<file path="config.mk">
export PLATFORM = sky130hd
export DESIGN_NAME = rfo_refclk
export DESIGN_NICKNAME = d
export VERILOG_FILES = /design/src/verilog/rfo_pkg.sv /design/src/verilog/rfo_div_if.sv /design/src/verilog/rfo_divider.sv /design/src/verilog/rfo_refclk.sv /design/src/verilog/rfo_sync.sv
export SDC_FILE = /design/constraint.sdc
export NUM_CORES = 1
export LEC_CHECK = 0
export BUFFER_PORTS_ARGS = -buffer_cell sky130_fd_sc_hd__buf_4
export CORE_MARGIN = 4
export CORE_UTILIZATION = 30
export DETAILED_ROUTE_END_ITERATION = 6
export SETUP_SLACK_MARGIN = 0.4
export SLEW_MARGIN = 20
export SYNTH_ARGS = -nofsm -noshare
export SYNTH_HDL_FRONTEND = slang
export SYNTH_SLANG_ARGS = --single-unit
</file>
<file path="constraint.sdc">
create_clock -name CLK_I -period 3.61 [get_ports CLK_I]
set_input_delay 0.361 -clock CLK_I [delete_from_list [all_inputs] [get_ports CLK_I]]
set_output_delay 0.361 -clock CLK_I [all_outputs]
set_load 0.05 [all_outputs]
</file>
<file path="src/verilog/rfo_pkg.sv">
// Constants and types shared by the reference clock source, trim and status block.
package rfo_pkg;
   localparam logic [7:0] RFO_OFS_CTRL = 8'h00;
   localparam logic [7:0] RFO_OFS_TRIM = 8'h04;
   localparam logic [7:0] RFO_OFS_STAT = 8'h08;
   localparam logic [7:0] RFO_OFS_TUNE = 8'h0C;
   localparam logic [7:0] RFO_OFS_UNLK = 8'h10;
   // Unlock keys are arbitrary values.
   localparam logic [31:0] RFO_KEY1 = 32'hAA55AA55;
   localparam logic [31:0] RFO_KEY2 = 32'h55AA55AA;
   localparam int RFO_DIV_W = 15;
   localparam int RFO_TRIM_W = 9;
   localparam int RFO_TUNE_W = 6;
   localparam int RFO_DIV_LSB = 16;
   localparam int RFO_ON_BIT = 15;
   localparam int RFO_SIDL_BIT = 13;
   localparam int RFO_OE_BIT = 12;
   localparam int RFO_RUN_SLEEP_BIT = 11;
   localparam int RFO_DSW_BIT = 9;
   localparam int RFO_ACT_BIT = 8;
   localparam int RFO_TRIM_LSB = 23;
   localparam int RFO_NSRC = 6;
   localparam int RFO_NRDY = 6;
   localparam logic [3:0] RFO_SEL_SYS0 = 4'h0;
   localparam logic [3:0] RFO_SEL_SYS1 = 4'h1;
   localparam logic [3:0] RFO_SEL_PRI = 4'h2;
   localparam logic [3:0] RFO_SEL_FAST_RC = 4'h3;
   localparam logic [3:0] RFO_SEL_LOWP_RC = 4'h4;
   localparam logic [3:0] RFO_SEL_SEC = 4'h5;
   localparam logic [3:0] RFO_SEL_PLL = 4'h7;
   localparam logic [3:0] RFO_SEL_PIN = 4'h9;
   // Index of each source in the synchronised pin vector.
   localparam int RFO_I_PRI = 0;
   localparam int RFO_I_FAST_RC = 1;
   localparam int RFO_I_LOWP_RC = 2;
   localparam int RFO_I_SEC = 3;
   localparam int RFO_I_PLL = 4;
   localparam int RFO_I_PIN = 5;
   typedef enum logic [1:0] {RFO_LOCKED, RFO_KEY1_SEEN, RFO_OPEN} rfo_unlock_t;
endpackage

</file>
<file path="src/verilog/rfo_div_if.sv">
// Interface between the register side and the output divider.
`timescale 1ns/1ps
`default_nettype none
interface rfo_div_if;
   import rfo_pkg::*;
   logic run;
   logic src_level;
   logic src_rise;
   logic [RFO_DIV_W-1:0] div;
   logic [RFO_TRIM_W-1:0] trim;
   logic out_clk;
   modport ctl (output run, output src_level, output src_rise, output div, output trim, input out_clk);
   modport gen (input run, input src_level, input src_rise, input div, input trim, output out_clk);
endinterface
`default_nettype wire

</file>
<file path="src/verilog/rfo_divider.sv">
// Reference output divider with fractional trim accumulator.
`timescale 1ns/1ps
`default_nettype none
module rfo_divider
   import rfo_pkg::*;
(
   input wire logic clk_i,
   input wire logic rst_i,
   rfo_div_if.gen dif
);
   logic [RFO_DIV_W-1:0] cnt_reg;
   logic [RFO_TRIM_W-1:0] acc_reg;
   logic extra_reg;
   logic out_reg;
   logic [RFO_TRIM_W:0] acc_sum;
   logic [RFO_DIV_W:0] half_len;
   assign acc_sum = {1'b0, acc_reg} + {1'b0, dif.trim};
   assign half_len = {1'b0, dif.div} + {{RFO_DIV_W{1'b0}}, extra_reg};
   assign dif.out_clk = out_reg;

   // Each half period lasts div source edges; the trim carry stretches some by one.
   always_ff @(posedge clk_i) begin
      if (rst_i || !dif.run) begin
         cnt_reg <= '0;
         acc_reg <= '0;
         extra_reg <= 1'b0;
         out_reg <= 1'b0;
      end else if (dif.div == '0) begin
         out_reg <= dif.src_level;
         cnt_reg <= '0;
      end else if (dif.src_rise) begin
         if ({1'b0, cnt_reg} + 16'h0001 >= half_len) begin
            out_reg <= ~out_reg;
            cnt_reg <= '0;
            acc_reg <= acc_sum[RFO_TRIM_W-1:0];
            extra_reg <= acc_sum[RFO_TRIM_W];
         end else begin
            cnt_reg <= cnt_reg + 15'h1;
         end
      end
   end

   chk_stopped_low: assert property (@(posedge clk_i) disable iff (rst_i)
      !dif.run |=> !out_reg) else $error("Divider output not low while stopped.");
   chk_bypass_follows: assert property (@(posedge clk_i) disable iff (rst_i)
      dif.run && dif.div == '0 |=> out_reg == $past(dif.src_level))
      else $error("Undivided output does not follow the source.");
   chk_no_toggle_idle: assert property (@(posedge clk_i) disable iff (rst_i)
      dif.run && dif.div != '0 && !dif.src_rise && $past(dif.run) && $past(dif.div) != '0
      |=> $stable(out_reg)) else $error("Divider toggled without a source edge.");
endmodule // rfo_divider
`default_nettype wire

</file>
<file path="src/verilog/rfo_refclk.sv">
// Reference clock source select, trim, oscillator status and fast RC tuning over APB.
//
// The APB slave port and the address map were decided locally.
`timescale 1ns/1ps
`default_nettype none
module rfo_refclk
   import rfo_pkg::*;
(
   input wire logic CLK_I,
   input wire logic SYS_RST_I,
   input wire logic PSEL_I,
   input wire logic PENABLE_I,
   input wire logic PWRITE_I,
   input wire logic [7:0] PADDR_I,
   input wire logic [31:0] PWDATA_I,
   output logic [31:0] PRDATA_O,
   output logic PREADY_O,
   output logic PSLVERR_O,
   input wire logic PRI_OSC_I,
   input wire logic FAST_RC_OSC_I,
   input wire logic LOWP_RC_OSC_I,
   input wire logic SEC_OSC_I,
   input wire logic PLL_OUT_I,
   input wire logic REF_CLK_IN_I,
   input wire logic PLL_LOCK_I,
   input wire logic LOWP_RC_READY_I,
   input wire logic SEC_READY_I,
   input wire logic PRI_READY_I,
   input wire logic PLL_POST_READY_I,
   input wire logic FAST_RC_READY_I,
   input wire logic SLEEP_I,
   input wire logic IDLE_I,
   output logic REFCLK_O,
   output logic REFCLK_OE_O,
   output logic [RFO_TUNE_W-1:0] TUNE_O
);
   logic [RFO_NSRC-1:0] src_s;
   logic [RFO_NSRC-1:0] src_d_reg;
   logic [RFO_NRDY-1:0] rdy_s;
   logic sys_tgl_reg;
   logic [RFO_DIV_W-1:0] div_reg;
   logic [RFO_DIV_W-1:0] div_act_reg;
   logic [RFO_TRIM_W-1:0] trim_reg;
   logic [RFO_TRIM_W-1:0] trim_act_reg;
   logic [3:0] sel_reg;
   logic on_reg;
   logic sidl_reg;
   logic oe_reg;
   logic ref_run_in_sleep_reg;
   logic dsw_reg;
   logic active_reg;
   logic [RFO_TUNE_W-1:0] tune_reg;
   rfo_unlock_t unlock_reg;
   logic wr_en;
   logic sel_level;
   logic sel_rise;
   logic sleep_stop;
   logic run;
   logic mapped;
   logic [31:0] ctrl_val;
   logic [31:0] stat_val;
   logic [31:0] rd_next;
   rfo_div_if dif ();

   rfo_sync #(.WIDTH(RFO_NSRC)) u_src_sync (
      .clk_i(CLK_I),
      .rst_i(SYS_RST_I),
      .d_i({REF_CLK_IN_I, PLL_OUT_I, SEC_OSC_I, LOWP_RC_OSC_I, FAST_RC_OSC_I, PRI_OSC_I}),
      .q_o(src_s)
   );
   // Ready flags in status bit order 7,5,4,2,1,0.
   rfo_sync #(.WIDTH(RFO_NRDY)) u_rdy_sync (
      .clk_i(CLK_I),
      .rst_i(SYS_RST_I),
      .d_i({PLL_LOCK_I, LOWP_RC_READY_I, SEC_READY_I, PRI_READY_I, PLL_POST_READY_I, FAST_RC_READY_I}),
      .q_o(rdy_s)
   );

   // The system clock cannot be sampled by itself, so a half-rate toggle stands in for it.
   always_ff @(posedge CLK_I) begin
      if (SYS_RST_I) begin
         sys_tgl_reg <= 1'b0;
         src_d_reg <= '0;
      end else begin
         sys_tgl_reg <= ~sys_tgl_reg;
         src_d_reg <= src_s;
      end
   end

   always_comb begin
      sel_level = 1'b0;
      sel_rise = 1'b0;
      case (sel_reg)
         RFO_SEL_SYS0, RFO_SEL_SYS1: begin
            sel_level = sys_tgl_reg;
            sel_rise = ~sys_tgl_reg;
         end
         RFO_SEL_PRI: begin
            sel_level = src_s[RFO_I_PRI];
            sel_rise = src_s[RFO_I_PRI] & ~src_d_reg[RFO_I_PRI];
         end
         RFO_SEL_FAST_RC: begin
            sel_level = src_s[RFO_I_FAST_RC];
            sel_rise = src_s[RFO_I_FAST_RC] & ~src_d_reg[RFO_I_FAST_RC];
         end
         RFO_SEL_LOWP_RC: begin
            sel_level = src_s[RFO_I_LOWP_RC];
            sel_rise = src_s[RFO_I_LOWP_RC] & ~src_d_reg[RFO_I_LOWP_RC];
         end
         RFO_SEL_SEC: begin
            sel_level = src_s[RFO_I_SEC];
            sel_rise = src_s[RFO_I_SEC] & ~src_d_reg[RFO_I_SEC];
         end
         RFO_SEL_PLL: begin
            sel_level = src_s[RFO_I_PLL];
            sel_rise = src_s[RFO_I_PLL] & ~src_d_reg[RFO_I_PLL];
         end
         RFO_SEL_PIN: begin
            sel_level = src_s[RFO_I_PIN];
            sel_rise = src_s[RFO_I_PIN] & ~src_d_reg[RFO_I_PIN];
         end
         default: begin
            sel_level = 1'b0;
            sel_rise = 1'b0;
         end
      endcase
   end

   // With select code 0 the system clock itself stops in sleep, so run-in-sleep cannot help.
   assign sleep_stop = SLEEP_I & (~ref_run_in_sleep_reg | (sel_reg == RFO_SEL_SYS0));
   assign run = on_reg & active_reg & ~sleep_stop & ~(IDLE_I & sidl_reg);
   assign dif.run = run;
   assign dif.src_level = sel_level;
   assign dif.src_rise = sel_rise;
   assign dif.div = div_act_reg;
   assign dif.trim = trim_act_reg;

   rfo_divider u_div (
      .clk_i(CLK_I),
      .rst_i(SYS_RST_I),
      .dif(dif)
   );

   // A write takes effect at the edge that completes the access phase.
   assign wr_en = PSEL_I & PENABLE_I & PREADY_O & PWRITE_I;

   always_ff @(posedge CLK_I) begin
      if (SYS_RST_I) begin
         div_reg <= '0;
         sel_reg <= '0;
         on_reg <= 1'b0;
         sidl_reg <= 1'b0;
         oe_reg <= 1'b0;
         ref_run_in_sleep_reg <= 1'b0;
      end else if (wr_en && PADDR_I == RFO_OFS_CTRL) begin
         div_reg <= PWDATA_I[RFO_DIV_LSB +: RFO_DIV_W];
         sel_reg <= PWDATA_I[3:0];
         on_reg <= PWDATA_I[RFO_ON_BIT];
         sidl_reg <= PWDATA_I[RFO_SIDL_BIT];
         oe_reg <= PWDATA_I[RFO_OE_BIT];
         ref_run_in_sleep_reg <= PWDATA_I[RFO_RUN_SLEEP_BIT];
      end
   end

   always_ff @(posedge CLK_I) begin
      if (SYS_RST_I) begin
         trim_reg <= '0;
      end else if (wr_en && PADDR_I == RFO_OFS_TRIM) begin
         trim_reg <= PWDATA_I[RFO_TRIM_LSB +: RFO_TRIM_W];
      end
   end

   // A software set wins over the hardware clear in the same cycle.
   always_ff @(posedge CLK_I) begin
      if (SYS_RST_I) begin
         dsw_reg <= 1'b0;
      end else if (wr_en && PADDR_I == RFO_OFS_CTRL && PWDATA_I[RFO_DSW_BIT]) begin
         dsw_reg <= 1'b1;
      end else if (dsw_reg) begin
         dsw_reg <= 1'b0;
      end
   end

   // Disabled, the working copies track software; enabled, they move only on a switch request.
   always_ff @(posedge CLK_I) begin
      if (SYS_RST_I) begin
         div_act_reg <= '0;
         trim_act_reg <= '0;
      end else if (!on_reg || dsw_reg) begin
         div_act_reg <= div_reg;
         trim_act_reg <= trim_reg;
      end
   end

   always_ff @(posedge CLK_I) begin
      if (SYS_RST_I) begin
         active_reg <= 1'b0;
      end else begin
         active_reg <= on_reg;
      end
   end

   always_ff @(posedge CLK_I) begin
      if (SYS_RST_I) begin
         unlock_reg <= RFO_LOCKED;
         tune_reg <= '0;
      end else if (wr_en && PADDR_I == RFO_OFS_UNLK) begin
         if (PWDATA_I == RFO_KEY1) begin
            unlock_reg <= RFO_KEY1_SEEN;
         end else if (PWDATA_I == RFO_KEY2 && unlock_reg == RFO_KEY1_SEEN) begin
            unlock_reg <= RFO_OPEN;
         end else begin
            unlock_reg <= RFO_LOCKED;
         end
      end else if (wr_en && PADDR_I == RFO_OFS_TUNE) begin
         unlock_reg <= RFO_LOCKED;
         if (unlock_reg == RFO_OPEN) begin
            tune_reg <= PWDATA_I[RFO_TUNE_W-1:0];
         end
      end
   end

   always_comb begin
      ctrl_val = '0;
      ctrl_val[RFO_DIV_LSB +: RFO_DIV_W] = div_reg;
      ctrl_val[RFO_ON_BIT] = on_reg;
      ctrl_val[RFO_SIDL_BIT] = sidl_reg;
      ctrl_val[RFO_OE_BIT] = oe_reg;
      ctrl_val[RFO_RUN_SLEEP_BIT] = ref_run_in_sleep_reg;
      ctrl_val[RFO_DSW_BIT] = dsw_reg;
      ctrl_val[RFO_ACT_BIT] = active_reg;
      ctrl_val[3:0] = sel_reg;
   end

   assign stat_val = {24'h000000, rdy_s[5], 1'b0, rdy_s[4:3], 1'b0, rdy_s[2:0]};

   always_comb begin
      mapped = 1'b1;
      rd_next = '0;
      if (PADDR_I == RFO_OFS_CTRL) begin
         rd_next = ctrl_val;
      end else if (PADDR_I == RFO_OFS_TRIM) begin
         rd_next = {trim_reg, 23'h0};
      end else if (PADDR_I == RFO_OFS_STAT) begin
         rd_next = stat_val;
      end else if (PADDR_I == RFO_OFS_TUNE) begin
         rd_next = {26'h0, tune_reg};
      end else if (PADDR_I == RFO_OFS_UNLK) begin
         rd_next = {31'h0, unlock_reg == RFO_OPEN};
      end else begin
         mapped = 1'b0;
      end
   end

   // Ready is raised in the first access cycle, so every transfer takes exactly two cycles.
   always_ff @(posedge CLK_I) begin
      if (SYS_RST_I) begin
         PREADY_O <= 1'b0;
         PSLVERR_O <= 1'b0;
         PRDATA_O <= '0;
      end else begin
         PREADY_O <= PSEL_I & ~PENABLE_I;
         PSLVERR_O <= PSEL_I & ~PENABLE_I & ~mapped;
         PRDATA_O <= (PSEL_I && !PENABLE_I && !PWRITE_I) ? rd_next : 32'h00000000;
      end
   end

   always_ff @(posedge CLK_I) begin
      if (SYS_RST_I) begin
         REFCLK_O <= 1'b0;
         REFCLK_OE_O <= 1'b0;
         TUNE_O <= '0;
      end else begin
         REFCLK_O <= oe_reg & dif.out_clk;
         REFCLK_OE_O <= oe_reg & on_reg;
         TUNE_O <= tune_reg;
      end
   end

   chk_sys_source: assert property (@(posedge CLK_I) disable iff (SYS_RST_I)
      sel_reg == RFO_SEL_SYS0 || sel_reg == RFO_SEL_SYS1 |-> sel_rise == ~sys_tgl_reg)
      else $error("System clock not taken for low select codes.");
   chk_fast_rc_source: assert property (@(posedge CLK_I) disable iff (SYS_RST_I)
      sel_reg == RFO_SEL_FAST_RC |-> sel_level == src_s[RFO_I_FAST_RC])
      else $error("Fast RC source not selected.");
   chk_pin_source: assert property (@(posedge CLK_I) disable iff (SYS_RST_I)
      sel_reg == RFO_SEL_PIN |-> sel_level == src_s[RFO_I_PIN])
      else $error("Input pin source not selected.");
   chk_reserved_static: assert property (@(posedge CLK_I) disable iff (SYS_RST_I)
      sel_reg == 4'h6 || sel_reg == 4'h8 || sel_reg > RFO_SEL_PIN |-> !sel_rise && !sel_level)
      else $error("Reserved select code produced a clock.");
   chk_sleep_sys: assert property (@(posedge CLK_I) disable iff (SYS_RST_I)
      SLEEP_I && sel_reg == RFO_SEL_SYS0 |-> !run)
      else $error("System clock source ran in sleep.");
   chk_trim_held: assert property (@(posedge CLK_I) disable iff (SYS_RST_I)
      on_reg && $past(on_reg) && !$past(dsw_reg) |-> $stable(trim_act_reg))
      else $error("Trim applied without a switch request.");
   chk_switch_clear: assert property (@(posedge CLK_I) disable iff (SYS_RST_I)
      dsw_reg && !(wr_en && PADDR_I == RFO_OFS_CTRL && PWDATA_I[RFO_DSW_BIT])
      |=> !dsw_reg && trim_act_reg == $past(trim_reg))
      else $error("Switch request not completed in one cycle.");
   chk_active_follow: assert property (@(posedge CLK_I) disable iff (SYS_RST_I)
      $rose(on_reg) |-> !active_reg ##1 active_reg)
      else $error("Active does not follow enable.");
   chk_tune_locked: assert property (@(posedge CLK_I) disable iff (SYS_RST_I)
      unlock_reg != RFO_OPEN |=> $stable(tune_reg))
      else $error("Tuning changed without unlock.");
   chk_lock_status: assert property (@(posedge CLK_I) disable iff (SYS_RST_I)
      PSEL_I && !PENABLE_I && !PWRITE_I && PADDR_I == RFO_OFS_STAT
      |=> PRDATA_O[7] == $past(rdy_s[5]) && PRDATA_O[31:8] == 24'h000000)
      else $error("Status read does not match lock flag.");

   cov_trim_switch: cover property (@(posedge CLK_I) on_reg && wr_en && PADDR_I == RFO_OFS_CTRL && PWDATA_I[RFO_DSW_BIT]);
   cov_tune_write: cover property (@(posedge CLK_I) unlock_reg == RFO_OPEN && wr_en && PADDR_I == RFO_OFS_TUNE);
   cov_sleep_run: cover property (@(posedge CLK_I) SLEEP_I && run);
   cov_out_toggle: cover property (@(posedge CLK_I) REFCLK_OE_O && $rose(REFCLK_O));
endmodule // rfo_refclk
`default_nettype wire

</file>
<file path="src/verilog/rfo_sync.sv">
// Two-flop synchroniser for a vector of asynchronous levels.
`timescale 1ns/1ps
`default_nettype none
module rfo_sync #(
   parameter int WIDTH = 1
) (
   input wire logic clk_i,
   input wire logic rst_i,
   input wire logic [WIDTH-1:0] d_i,
   output logic [WIDTH-1:0] q_o
);
   logic [WIDTH-1:0] meta_reg;
   always_ff @(posedge clk_i) begin
      if (rst_i) begin
         meta_reg <= '0;
         q_o <= '0;
      end else begin
         meta_reg <= d_i;
         q_o <= meta_reg;
      end
   end
endmodule // rfo_sync
`default_nettype wire
</file>
==> metrics.md, run 1 <==
| Metric | Value |
|---|---|
| Outcome | completed |
| Worst Path Max Fanout | 11 |
| Period utilization | 0.847 |
| DRT Pass-1 Iters | 5 |
| Peak VDD IR | 306 uV |
| Clock Latency Late Sink | 0.44 ns |
| Via count | 5888 |
| Io pins | 101 |
| Placer Congestion | 0.781 |
| Synth warnings | 0 |
| Multi-input gate area in the final layout | 3710 um^2 |
| Core box area | 22900 um^2 |
| Final nets | 969 |
| Synth Area in Adders | 0.0523 |
| Post-synth ARST share | 0 |
| Worst-margin pin slew | 0.913 ns |
| Antenna violations before repair | 0 |
| Register area | 3250 um^2 |
| GRT overflow | 0 |
| Final antenna-violating net count | 0 |
| Chip height | 162 um |
| Max Freq | 327 MHz |
| Syn Area/Cell | 9.01 um^2 |
| Filler instances | 2303 |
| 1st-iter DRT viols | 352 |
| Critical Path Start Type | register |
| Commonest non-fill, non-tap cells in the layout | 157 x dfxtp_1, 137 x nand2_1, 119 x buf_4 |
| GRT Util Overall | 0.139 |
| Area grow syn2layout | 25.6% |
| Core Rows | 55 |
| Vias/cell | 4.88 |
| Worst setup path class | register to register |
| Die Wd | 162 um |
| Setup crit end kind | register |
| Final setup fails | 0 |
| Post-Route Setup TNS | 0 ns |
| Number of synthesized flops with an enable pin | 0 |
| Post-synthesis sequential area ratio | 0.458 |
| Vias in the first global route | 5620 |
| Clock Pin Slew Worst Setup and Hold Paths | 0.07 ns |
| Dpl hpwl | 12900 um |
| N_diodes | 0 |
| Leading cell type in the layout, fill and taps excluded | dfxtp_1 |
| H-tree levels | 4 |
| Largest family of logic cells by synthesized area | simple AND/OR/NAND/NOR gates |
| Longest Clk Path Bufs | 2 |
| Worst Clk Skew | 0.00876 ns |
| Clk Tree Root Cell | clkbuf_16 |
| Maximum capacitance violations | 0 |
| Ys flop type | dfxtp_1 |
| Share of layout cells above drive strength 1 | 0.206 |
| CTS sink count | 162 |
| Post-synthesis cell type count | 62 |
| # port buffers | 97 |
| Largest net degree at the start of global routing | 84 |
| Final Max Slew Viols | 0 |
| Synth Register Bits | 162 |
| Max_slew headroom | 0.391 |
| DRC violations left | 0 |
| Hold Violations, Final | 0 |
| Synth Instances | 785 |
| Min Tclk post-route | 3.06 ns |
| Synth Area in Simple Gates | 0.265 |
| Worst EP arrival | 3.37 ns |
| Wire length per cell | 15.0 um |
| Pwr dens | 427 nW/um^2 |
| RSZ-0062 raised after global routing | false |
| Multiplexer share of the synthesized area | 0.0255 |
| Largest Register | PRDATA_O |
| First-pass GRT wire length | 29200 um |
| R2R setup slack | 0.55 ns |
| Hold WC Path Type | input pin to register |
| Cell Area, Synth | 7080 um^2 |
| Initial Utilization | 0.309 |
| Compound-gate portion of the synthesized area | 0.127 |
| Routed WL | 18100 um |
| Final core utilization | 0.388 |
| Die area | 26100 um^2 |
| Largest register FFs | 29 |
| CP Data Required Time | 3.92 ns |
| Post-synthesis xor/xnor area fraction | 0.0371 |
| Pleak | 3.44 nW |
| TritonCTS clock tree | built |
| CTS buffer count | 17 |
[final timing paths]
check                                                   start                            end  depth (start not counted)
worst min-delay path                                PENABLE_I            PREADY_O$_SDFF_PP0_                          2
worst max-delay path            u_div.cnt_reg[0]$_SDFFE_PP0P_  u_div.acc_reg[3]$_SDFFE_PP0P_                         12
worst max register to register  u_div.cnt_reg[0]$_SDFFE_PP0P_  u_div.acc_reg[3]$_SDFFE_PP0P_                         12
worst min register to register   u_rdy_sync.q_o[5]$_SDFF_PP0_         PRDATA_O[7]$_SDFF_PP0_                          1
[synthesized netlist by cell type, drive strengths merged, types with 14 or more instances]
library cell / n / share of area
nand2: 137 / 0.073
nand3: 19 / 0.015
dfxtp: 162 / 0.46
ha: 28 / 0.050
a21oi: 70 / 0.050
o21ai: 15 / 0.011
xor2: 16 / 0.020
xnor2: 14 / 0.017
clkbuf: 27 / 0.014
mux2i: 18 / 0.025
buf: 17 / 0.015
and2: 21 / 0.019
nor2b: 43 / 0.038
nor2: 38 / 0.021
[routing by layer]
layer | share of wire | wire (um) | GRT usage | vias up
met4 | 0.011 | 204 | 0.0415 | 0
met2 | 0.47 | 8570 | 0.224 | 117
met5 | 0 | 0 | 0 | -
met3 | 0.039 | 707 | 0.0314 | 15
li1 | - | - | - | 2956
met1 | 0.48 | 8670 | 0.185 | 2800
[where the power goes]
group	switching, W	internal, W
Clock	0.000845	0.00100
Combinational	0.0000743	0.0000659
Sequential	0.00000476	0.00180
Total	0.000924	0.00287
[cell families (layout without fill, tap and decap cells)]
group	after synthesis	in the layout
other	1	3
buffers and inverters	53	160
AND/OR/NAND/NOR	349	349
adder cells (fa/ha/maj)	29	29
AO/OA/AOI/OAI	143	143
flip-flops	162	162
multiplexers	18	18
XOR/XNOR	30	30
[critical path: stages (launching register included)]
cell and delay (ns):
dfxtp_2 0.36, ha_2 0.23, nand3_2 0.16, nor2_4 0.19, nand4_1 0.20, xnor2_1 0.18, ha_1 0.29, and4_4 0.25
o211ai_1 0.17, o21a_1 0.26, buf_4 0.19, o311ai_1 0.32, o41ai_2 0.13
[stage by stage]
stage	cell area [um^2]	total power, W	cells	hold WS, ns	worst slack (ns)
finish	8890	0.00379	1207	0.115	0.551
global route	8890	0.00392	1207	0.103	0.340
CTS	8730	0.00384	1199	0.105	0.402
detailed placement	8110	0.00199	1167	0.422	0.0956
global placement	8110	0.00199	1167	0.414	0.205
floorplan	7080	0.00191	787	0.406	0.498
[layout make-up]
class | count | area share
multi-input cells | 572 | 0.417
flip-flops and latches | 162 | 0.366
repair buffers | 119 | 0.101
clock buffers | 17 | 0.0479
well taps | 313 | 0.0441
clock inverters | 15 | 0.0210
inverters | 9 | 0.00380
[repair_timing]
item	in CTS	in global routing
endpoints found under the hold margin	0	0
pin swaps	0	7
hold buffers	0	0
buffers inserted	0	8
gates cloned	0	0
endpoints found under the setup margin	15	26
gates resized for setup	2	28
No activity file was read; power rests on OpenSTA's default activity.
==> inputs of run 2 (changes only) <==
==> constraint.sdc (replaced) <==
create_clock -name CLK_I -period 2.7 [get_ports CLK_I]
set_input_delay 0.27 -clock CLK_I [delete_from_list [all_inputs] [get_ports CLK_I]]
set_output_delay 0.27 -clock CLK_I [all_outputs]
set_load 0.05 [all_outputs]
==> metrics.md, run 2 (synthesized netlist as in run 1, its figures left out) <==
| Metric | Value |
|---|---|
| Outcome | finished with violations |
| Failing checks | negative setup slack |
| Placer Congestion | 0.797 (+2.0%) |
| Clock Latency Late Sink | 0.44 ns (about the same) |
| # port buffers | 97 (unchanged) |
| Clock Pin Slew Worst Setup and Hold Paths | 0.08 ns (about the same) |
| Clk Tree Root Cell | clkbuf_16 |
| Max Freq | 348 MHz (+6.4%) |
| Longest Clk Path Bufs | 2 (unchanged) |
| Post-Route Setup TNS | -2.48 ns (-2.48 ns) |
| Hold Crit Endpoint | u_rdy_sync.meta_reg[4]$_SDFF_PP0_ |
| Worst Path Max Fanout | 8 (-3) |
| R2R setup slack | -0.18 ns (-0.73 ns) |
| Commonest non-fill, non-tap cells in the layout | 168 x buf_4, 155 x dfxtp_1, 137 x nand2_1 |
| GRT Util Overall | 0.147 (+0.00846) |
| Setup ws final | -0.175 ns (-0.727 ns) |
| Worst hold slack | 0.0384 ns (-0.0765 ns) |
| CTS sink count | 162 (unchanged) |
| First-pass GRT wire length | 30900 um (+5.7%) |
| Clock power share | 0.489 (+0.002) |
| Core box area | 22900 um^2 (unchanged) |
| TritonCTS clock tree | built |
| Pre-CTS setup slack | -0.198 ns (-0.293 ns) |
| Worst-margin pin slew | 1.05 ns (+0.136 ns) |
| Chip height | 162 um (unchanged) |
| Routed WL | 19400 um (+6.9%) |
| Hold Violations, Final | 0 (unchanged) |
| Final Max Slew Viols | 0 (unchanged) |
| Crit Reg-Reg Endpoint | u_div.acc_reg[4]$_SDFFE_PP0P_ |
| Net switching power | 0.00133 W (+44%) |
| Min Tclk post-route | 2.88 ns (-0.183 ns) |
| Pleak | 3.76 nW (+9.2%) |
| N_diodes | 0 (unchanged) |
| Pwr dens | 535 nW/um^2 (+25%) |
| CP Data Required Time | 3.05 ns (-0.87 ns) |
| Hold depth | 2 (unchanged) |
| Final core utilization | 0.417 (+0.0289) |
| 1st-iter DRT viols | 302 (-14%) |
| Critical Path Start Type | register |
| GRT overflow | 0 (unchanged) |
| Largest register FFs | 29 (unchanged) |
| Die area | 26100 um^2 (unchanged) |
| Setup crit end kind | register |
| Final instance area | 9550 um^2 (+7.5%) |
| Worst setup path class | register to register |
| Worst Clk Skew | 0.0161 ns (+0.00735 ns) |
| Internal power | 0.00378 W (+32%) |
| Hold WC Path Type | input pin to register |
| Final nets | 1026 (+5.9%) |
| Dpl hpwl | 13700 um (+6.2%) |
| Largest net degree at the start of global routing | 104 (+24%) |
| Io pins | 101 (unchanged) |
| Final antenna-violating net count | 0 (unchanged) |
| Worst hold start | LOWP_RC_READY_I |
| CTS buffer count | 17 (unchanged) |
| Area after DPL | 8650 um^2 (+6.7%) |
| Switching part of the total power | 0.260 (+0.0168) |
| Worst EP arrival | 3.22 ns (-0.15 ns) |
| Antenna violations before repair | 0 (unchanged) |
| Share of layout cells above drive strength 1 | 0.282 (+0.0760) |
| Core Rows | 55 (unchanged) |
| Area grow syn2layout | 35.0% |
| Wire length per cell | 15.3 um (+2.1%) |
| Cell mode on critical path | nand3_4 |
| Share of power burned in registers | 0.472 (-0.004) |
| CP max stage delay | 0.37 ns (about the same) |
| Maximum capacitance violations | 0 (unchanged) |
| CP top delay family | simple AND/OR/NAND/NOR gates |
| Via count | 6153 (+4.5%) |
| Crit path cell chain | ha_4 -> nand3_4 -> nor2_4 -> nand4_1 -> xnor2_1 -> ha_1 -> and4_4 -> o211ai_1 -> buf_4 -> o21ai_4 -> nand3_4 -> buf_6 -> o31ai_1 |
| FF-to-FF Start | u_div.cnt_reg[1]$_SDFFE_PP0P_ |
| Period utilization | 1.06 (+0.218) |
| Largest Register | PRDATA_O |
| Gate power share | 0.039 (+0.002) |
| Vias/cell | 4.87 (-0.21%) |
| Initial Utilization | 0.309 (unchanged) |
| Peak VDD IR | 350 uV (+14%) |
| Leading cell type in the layout, fill and taps excluded | buf_4 |
| Die Wd | 162 um (unchanged) |
| RSZ-0062 raised after global routing | true |
| Crit path depth | 13 (+1) |
| Critical-path top delay cell | dfxtp_2 |
| H-tree levels | 4 (unchanged) |
| Max_slew headroom | 0.300 (-0.0909) |
| Vias in the first global route | 5998 (+6.7%) |
| DRC violations left | 0 (unchanged) |
| Worst path buffer plus inverter count | 2 (+1) |
| Final setup fails | 24 (+24) |
| Reg2reg path depth | 13 (+1) |
| DRT Pass-1 Iters | 5 (unchanged) |
run 2: worst max-delay path by stage:
stage	from	endpoint	slack, ns
floorplan	u_div.extra_reg$_SDFFE_PP0P_	u_div.cnt_reg[0]$_SDFFE_PP0P_	0.09
global placement	u_div.extra_reg$_SDFFE_PP0P_	u_div.cnt_reg[0]$_SDFFE_PP0P_	-0.07
detailed placement	u_div.extra_reg$_SDFFE_PP0P_	u_div.dif.out_clk$_SDFFE_PP0P_	-0.20
CTS	dif.div[0]$_SDFFE_PP0P_	u_div.cnt_reg[0]$_SDFFE_PP0P_	-0.10
global route	u_div.extra_reg$_SDFFE_PP0P_	u_div.acc_reg[5]$_SDFFE_PP0P_	-0.34
finish	u_div.cnt_reg[1]$_SDFFE_PP0P_	u_div.acc_reg[4]$_SDFFE_PP0P_	-0.18
run 2: repair_timing:
item,in CTS,in global routing
gates resized for setup,19,27
endpoints found under the setup margin,26,26
setup buffers,6,3
endpoints found under the hold margin,1,0
pin swaps,18,21
cloned,1,0
hold buffers,1,0
run 2: worst register-to-register path, stage by stage (launching register included):
cell      delay, ns
dfxtp_2        0.37
ha_4           0.15
nand3_4        0.08
nor2_4         0.17
nand4_1        0.15
xnor2_1        0.19
ha_1           0.31
and4_4         0.26
o211ai_1       0.12
buf_4          0.17
o21ai_4        0.26
nand3_4        0.19
buf_6          0.20
o31ai_1        0.17
run 2: stage by stage:
stage	instances	total power, W
6_report	1264	0.00511
2_1_floorplan	787	0.00255
4_1_cts	1261	0.00516
3_3_place_gp	1221	0.00266
5_1_grt	1264	0.00527
3_5_place_dp	1221	0.00266
run 2: metal layers:
| layer | share of wire | routed length (um) | global-route usage |
|---|---|---|---|
| met1 | 0.47 | 9120 | 0.195 |
| met2 | 0.48 | 9220 | 0.242 |
| met3 | 0.043 | 843 | 0.0309 |
| met4 | 0.011 | 221 | 0.0434 |
| met5 | 0 | 0 | 0 |
run 2: area by class of cell:
class	instances	area (um^2)
Tap cell	313	392
Fill cell	2270	13400
Clock buffer	17	425
Multi-Input combinational cell	572	3890
Sequential cell	162	3250
Inverter	9	33.8
Timing Repair Buffer	176	1350
Clock inverter	15	198
run 2: power by group through the flow:
| stage | Combinational, W | Sequential (W) | Clock (W) |
|---|---|---|---|
| final | 0.000198 | 0.00241 | 0.00250 |
| after global placement | 0.000192 | 0.00247 | 0 |
| after global routing | 0.000213 | 0.00242 | 0.00265 |
| after CTS | 0.000195 | 0.00241 | 0.00255 |
| after detailed placement | 0.000193 | 0.00247 | 0 |
| after floorplan | 0.0000829 | 0.00247 | 0 |
==> inputs of run 3 (changes only) <==
--- a/config.mk
+++ b/config.mk
@@ -9,6 +9,7 @@
 export CORE_MARGIN = 4
 export CORE_UTILIZATION = 30
 export DETAILED_ROUTE_END_ITERATION = 6
+export PLACE_DENSITY_LB_ADDON = 0.05
 export SETUP_SLACK_MARGIN = 0.4
 export SLEW_MARGIN = 20
 export SYNTH_ARGS = -nofsm -noshare
==> metrics.md, run 3 (synthesized netlist as in run 1, its figures left out) <==
| Metric | Value |
|---|---|
| GR Layer Usage met3 | 0.0344 (+0.00357) |
| Worst hold start | PENABLE_I |
| Core Rows | 55 (unchanged) |
| Reg2reg path depth | 14 (+1) |
| Busiest layer in global routing | met2 |
| Clock Pin Slew Worst Setup and Hold Paths | 0.07 ns (about the same) |
| Worst EP arrival | 3.23 ns (about the same) |
| Pleak | 3.82 nW (+1.8%) |
| Vias/cell | 4.79 (-1.6%) |
| Via count | 6097 (-0.91%) |
| Worst-margin pin slew | 1.13 ns (+0.0769 ns) |
| Worst hold slack | 0.0399 ns (+0.00148 ns) |
| Outcome | finished with violations |
| Core box area | 22900 um^2 (unchanged) |
| Worst Clk Skew | 0.0152 ns (-0.000940 ns) |
| Hold depth | 2 (unchanged) |
| Routed WL | 21100 um (+9.0%) |
| Max Freq | 345 MHz (-0.88%) |
| CTS sink count | 162 (unchanged) |
| Final antenna-violating net count | 0 (unchanged) |
| # port buffers | 97 (unchanged) |
| Initial Utilization | 0.309 (unchanged) |
| Hold Crit Endpoint | PREADY_O$_SDFF_PP0_ |
| Met2 GRT Util | 0.278 (+0.0361) |
| Hold WC Path Type | input pin to register |
| Final instance area | 9570 um^2 (+0.21%) |
| GRT Util Overall | 0.163 (+0.0165) |
| Crit Reg-Reg Endpoint | u_div.cnt_reg[0]$_SDFFE_PP0P_ |
| FF-to-FF Start | dif.div[0]$_SDFFE_PP0P_ |
| R2R setup slack | -0.20 ns (-0.03 ns) |
| DRT Pass-1 Iters | 5 (unchanged) |
| 1st-iter DRT viols | 280 (-7.3%) |
| TritonCTS clock tree | built |
| Die Wd | 162 um (unchanged) |
| CP Data Required Time | 3.03 ns (-0.02 ns) |
| Max_slew headroom | 0.246 (-0.0540) |
| Filler instances | 2322 (+2.3%) |
| Critical Path Start Type | register |
| Hold Violations, Final | 0 (unchanged) |
| Clk Tree Root Cell | clkbuf_16 |
| Setup crit end kind | register |
| Final Max Slew Viols | 0 (unchanged) |
| Die area | 26100 um^2 (unchanged) |
| Area grow syn2layout | 35.3% |
| Commonest non-fill, non-tap cells in the layout | 179 x buf_4, 155 x dfxtp_1, 136 x nand2_1 |
| Worst Path Max Fanout | 8 (unchanged) |
| Maximum capacitance violations | 0 (unchanged) |
| Placer Congestion | 0.804 (+0.99%) |
| DRC violations left | 0 (unchanged) |
| Cts hold-fix bufs | 0 (-1) |
| Dpl hpwl | 15400 um (+12%) |
| Largest Register | PRDATA_O |
| Area after DPL | 8710 um^2 (+0.69%) |
| Setup ws final | -0.201 ns (-0.0255 ns) |
| Final nets | 1035 (+0.88%) |
| Share of layout cells above drive strength 1 | 0.288 (+0.00569) |
| Leading cell type in the layout, fill and taps excluded | buf_4 |
| Largest net degree at the start of global routing | 79 (-24%) |
| Clock Latency Late Sink | 0.42 ns (-0.02 ns) |
| Failing checks | negative setup slack |
| H-tree levels | 4 (unchanged) |
| RSZ-0062 raised after global routing | true |
| Largest register FFs | 29 (unchanged) |
| Post-Route Setup TNS | -2.82 ns (-0.345 ns) |
| Wire length per cell | 16.6 um (+8.2%) |
| M1 GR Usage | 0.212 (+0.0169) |
| Pwr dens | 519 nW/um^2 (-3.1%) |
| Worst setup path class | register to register |
| Antenna violations before repair | 0 (unchanged) |
| Chip height | 162 um (unchanged) |
| N_diodes | 0 (unchanged) |
| Final setup fails | 26 (+8.3%) |
| Total power | 0.00497 W (-2.9%) |
| Min Tclk post-route | 2.90 ns (+0.0255 ns) |
| First-pass GRT wire length | 34100 um (+10%) |
| Vias in the first global route | 6398 (+6.7%) |
| Longest Clk Path Bufs | 2 (unchanged) |
| CTS buffer count | 17 (unchanged) |
| Peak VDD IR | 370 uV (+5.9%) |
| Period utilization | 1.07 (+0.00943) |
| Io pins | 101 (unchanged) |
| GRT overflow | 0 (unchanged) |
==> run 3: power by group <==
part           internal (W)  switching (W)
registers           0.00241     0.00000594
clock network       0.00125        0.00110
logic             0.0000925       0.000109
total               0.00375        0.00121
==> run 3: per-stage QoR <==
step	setup slack (ns)	std cells	util
global route	-0.346	1273	0.418
global placement	-0.108	1229	0.380
floorplan	0.0908	787	-
finish	-0.201	1273	0.418
CTS	-0.141	1267	0.410
detailed placement	-0.262	1229	0.380
==> run 3: what timing repair did <==
item,in CTS,in global routing
resized for setup,24,19
setup endpoints to repair,26,26
cloned,1,1
setup buffers,5,5
pin swaps,15,19
==> run 3: critical path: stages, from the launching register on <==
cell	delay, ns
dfxtp_2	0.35
ha_4	0.16
nand4_1	0.17
nor2_2	0.21
buf_4	0.14
buf_4	0.09
xnor2_1	0.11
ha_1	0.27
a22oi_2	0.17
nand2_1	0.09
a311oi_2	0.26
buf_4	0.18
o21ai_4	0.11
or3_1	0.39
a21oi_1	0.12
==> run 3: layout make-up <==
class                   instances  area [um^2]  area share
repair buffers                184         1400       0.146
clock inverters                14          129      0.0135
well taps                     313          392      0.0409
flip-flops and latches        162         3250       0.340
multi-input cells             573         3920       0.410
clock buffers                  18          439      0.0459
inverters                       9         33.8     0.00353
==> run 3: routing by layer <==
layer	routed length [um]	part of all wire	vias up
met4	265	0.013	0
met1	9760	0.46	2877
li1	-	-	3092
met3	849	0.040	22
met5	0	0	-
met2	10300	0.49	106
==> run 3: worst max path at each step <==
stage / start / end / slack (ns) / depth (start not counted)
final: dif.div[0]$_SDFFE_PP0P_ / u_div.cnt_reg[0]$_SDFFE_PP0P_ / -0.20 / 14
after global routing: dif.div[0]$_SDFFE_PP0P_ / u_div.cnt_reg[0]$_SDFFE_PP0P_ / -0.35 / 14
after CTS: u_div.extra_reg$_SDFFE_PP0P_ / u_div.dif.out_clk$_SDFFE_PP0P_ / -0.14 / 13
after detailed placement: u_div.extra_reg$_SDFFE_PP0P_ / u_div.acc_reg[2]$_SDFFE_PP0P_ / -0.26 / 11
after global placement: u_div.extra_reg$_SDFFE_PP0P_ / u_div.cnt_reg[0]$_SDFFE_PP0P_ / -0.11 / 12
after floorplan: u_div.extra_reg$_SDFFE_PP0P_ / u_div.cnt_reg[0]$_SDFFE_PP0P_ / 0.09 / 12
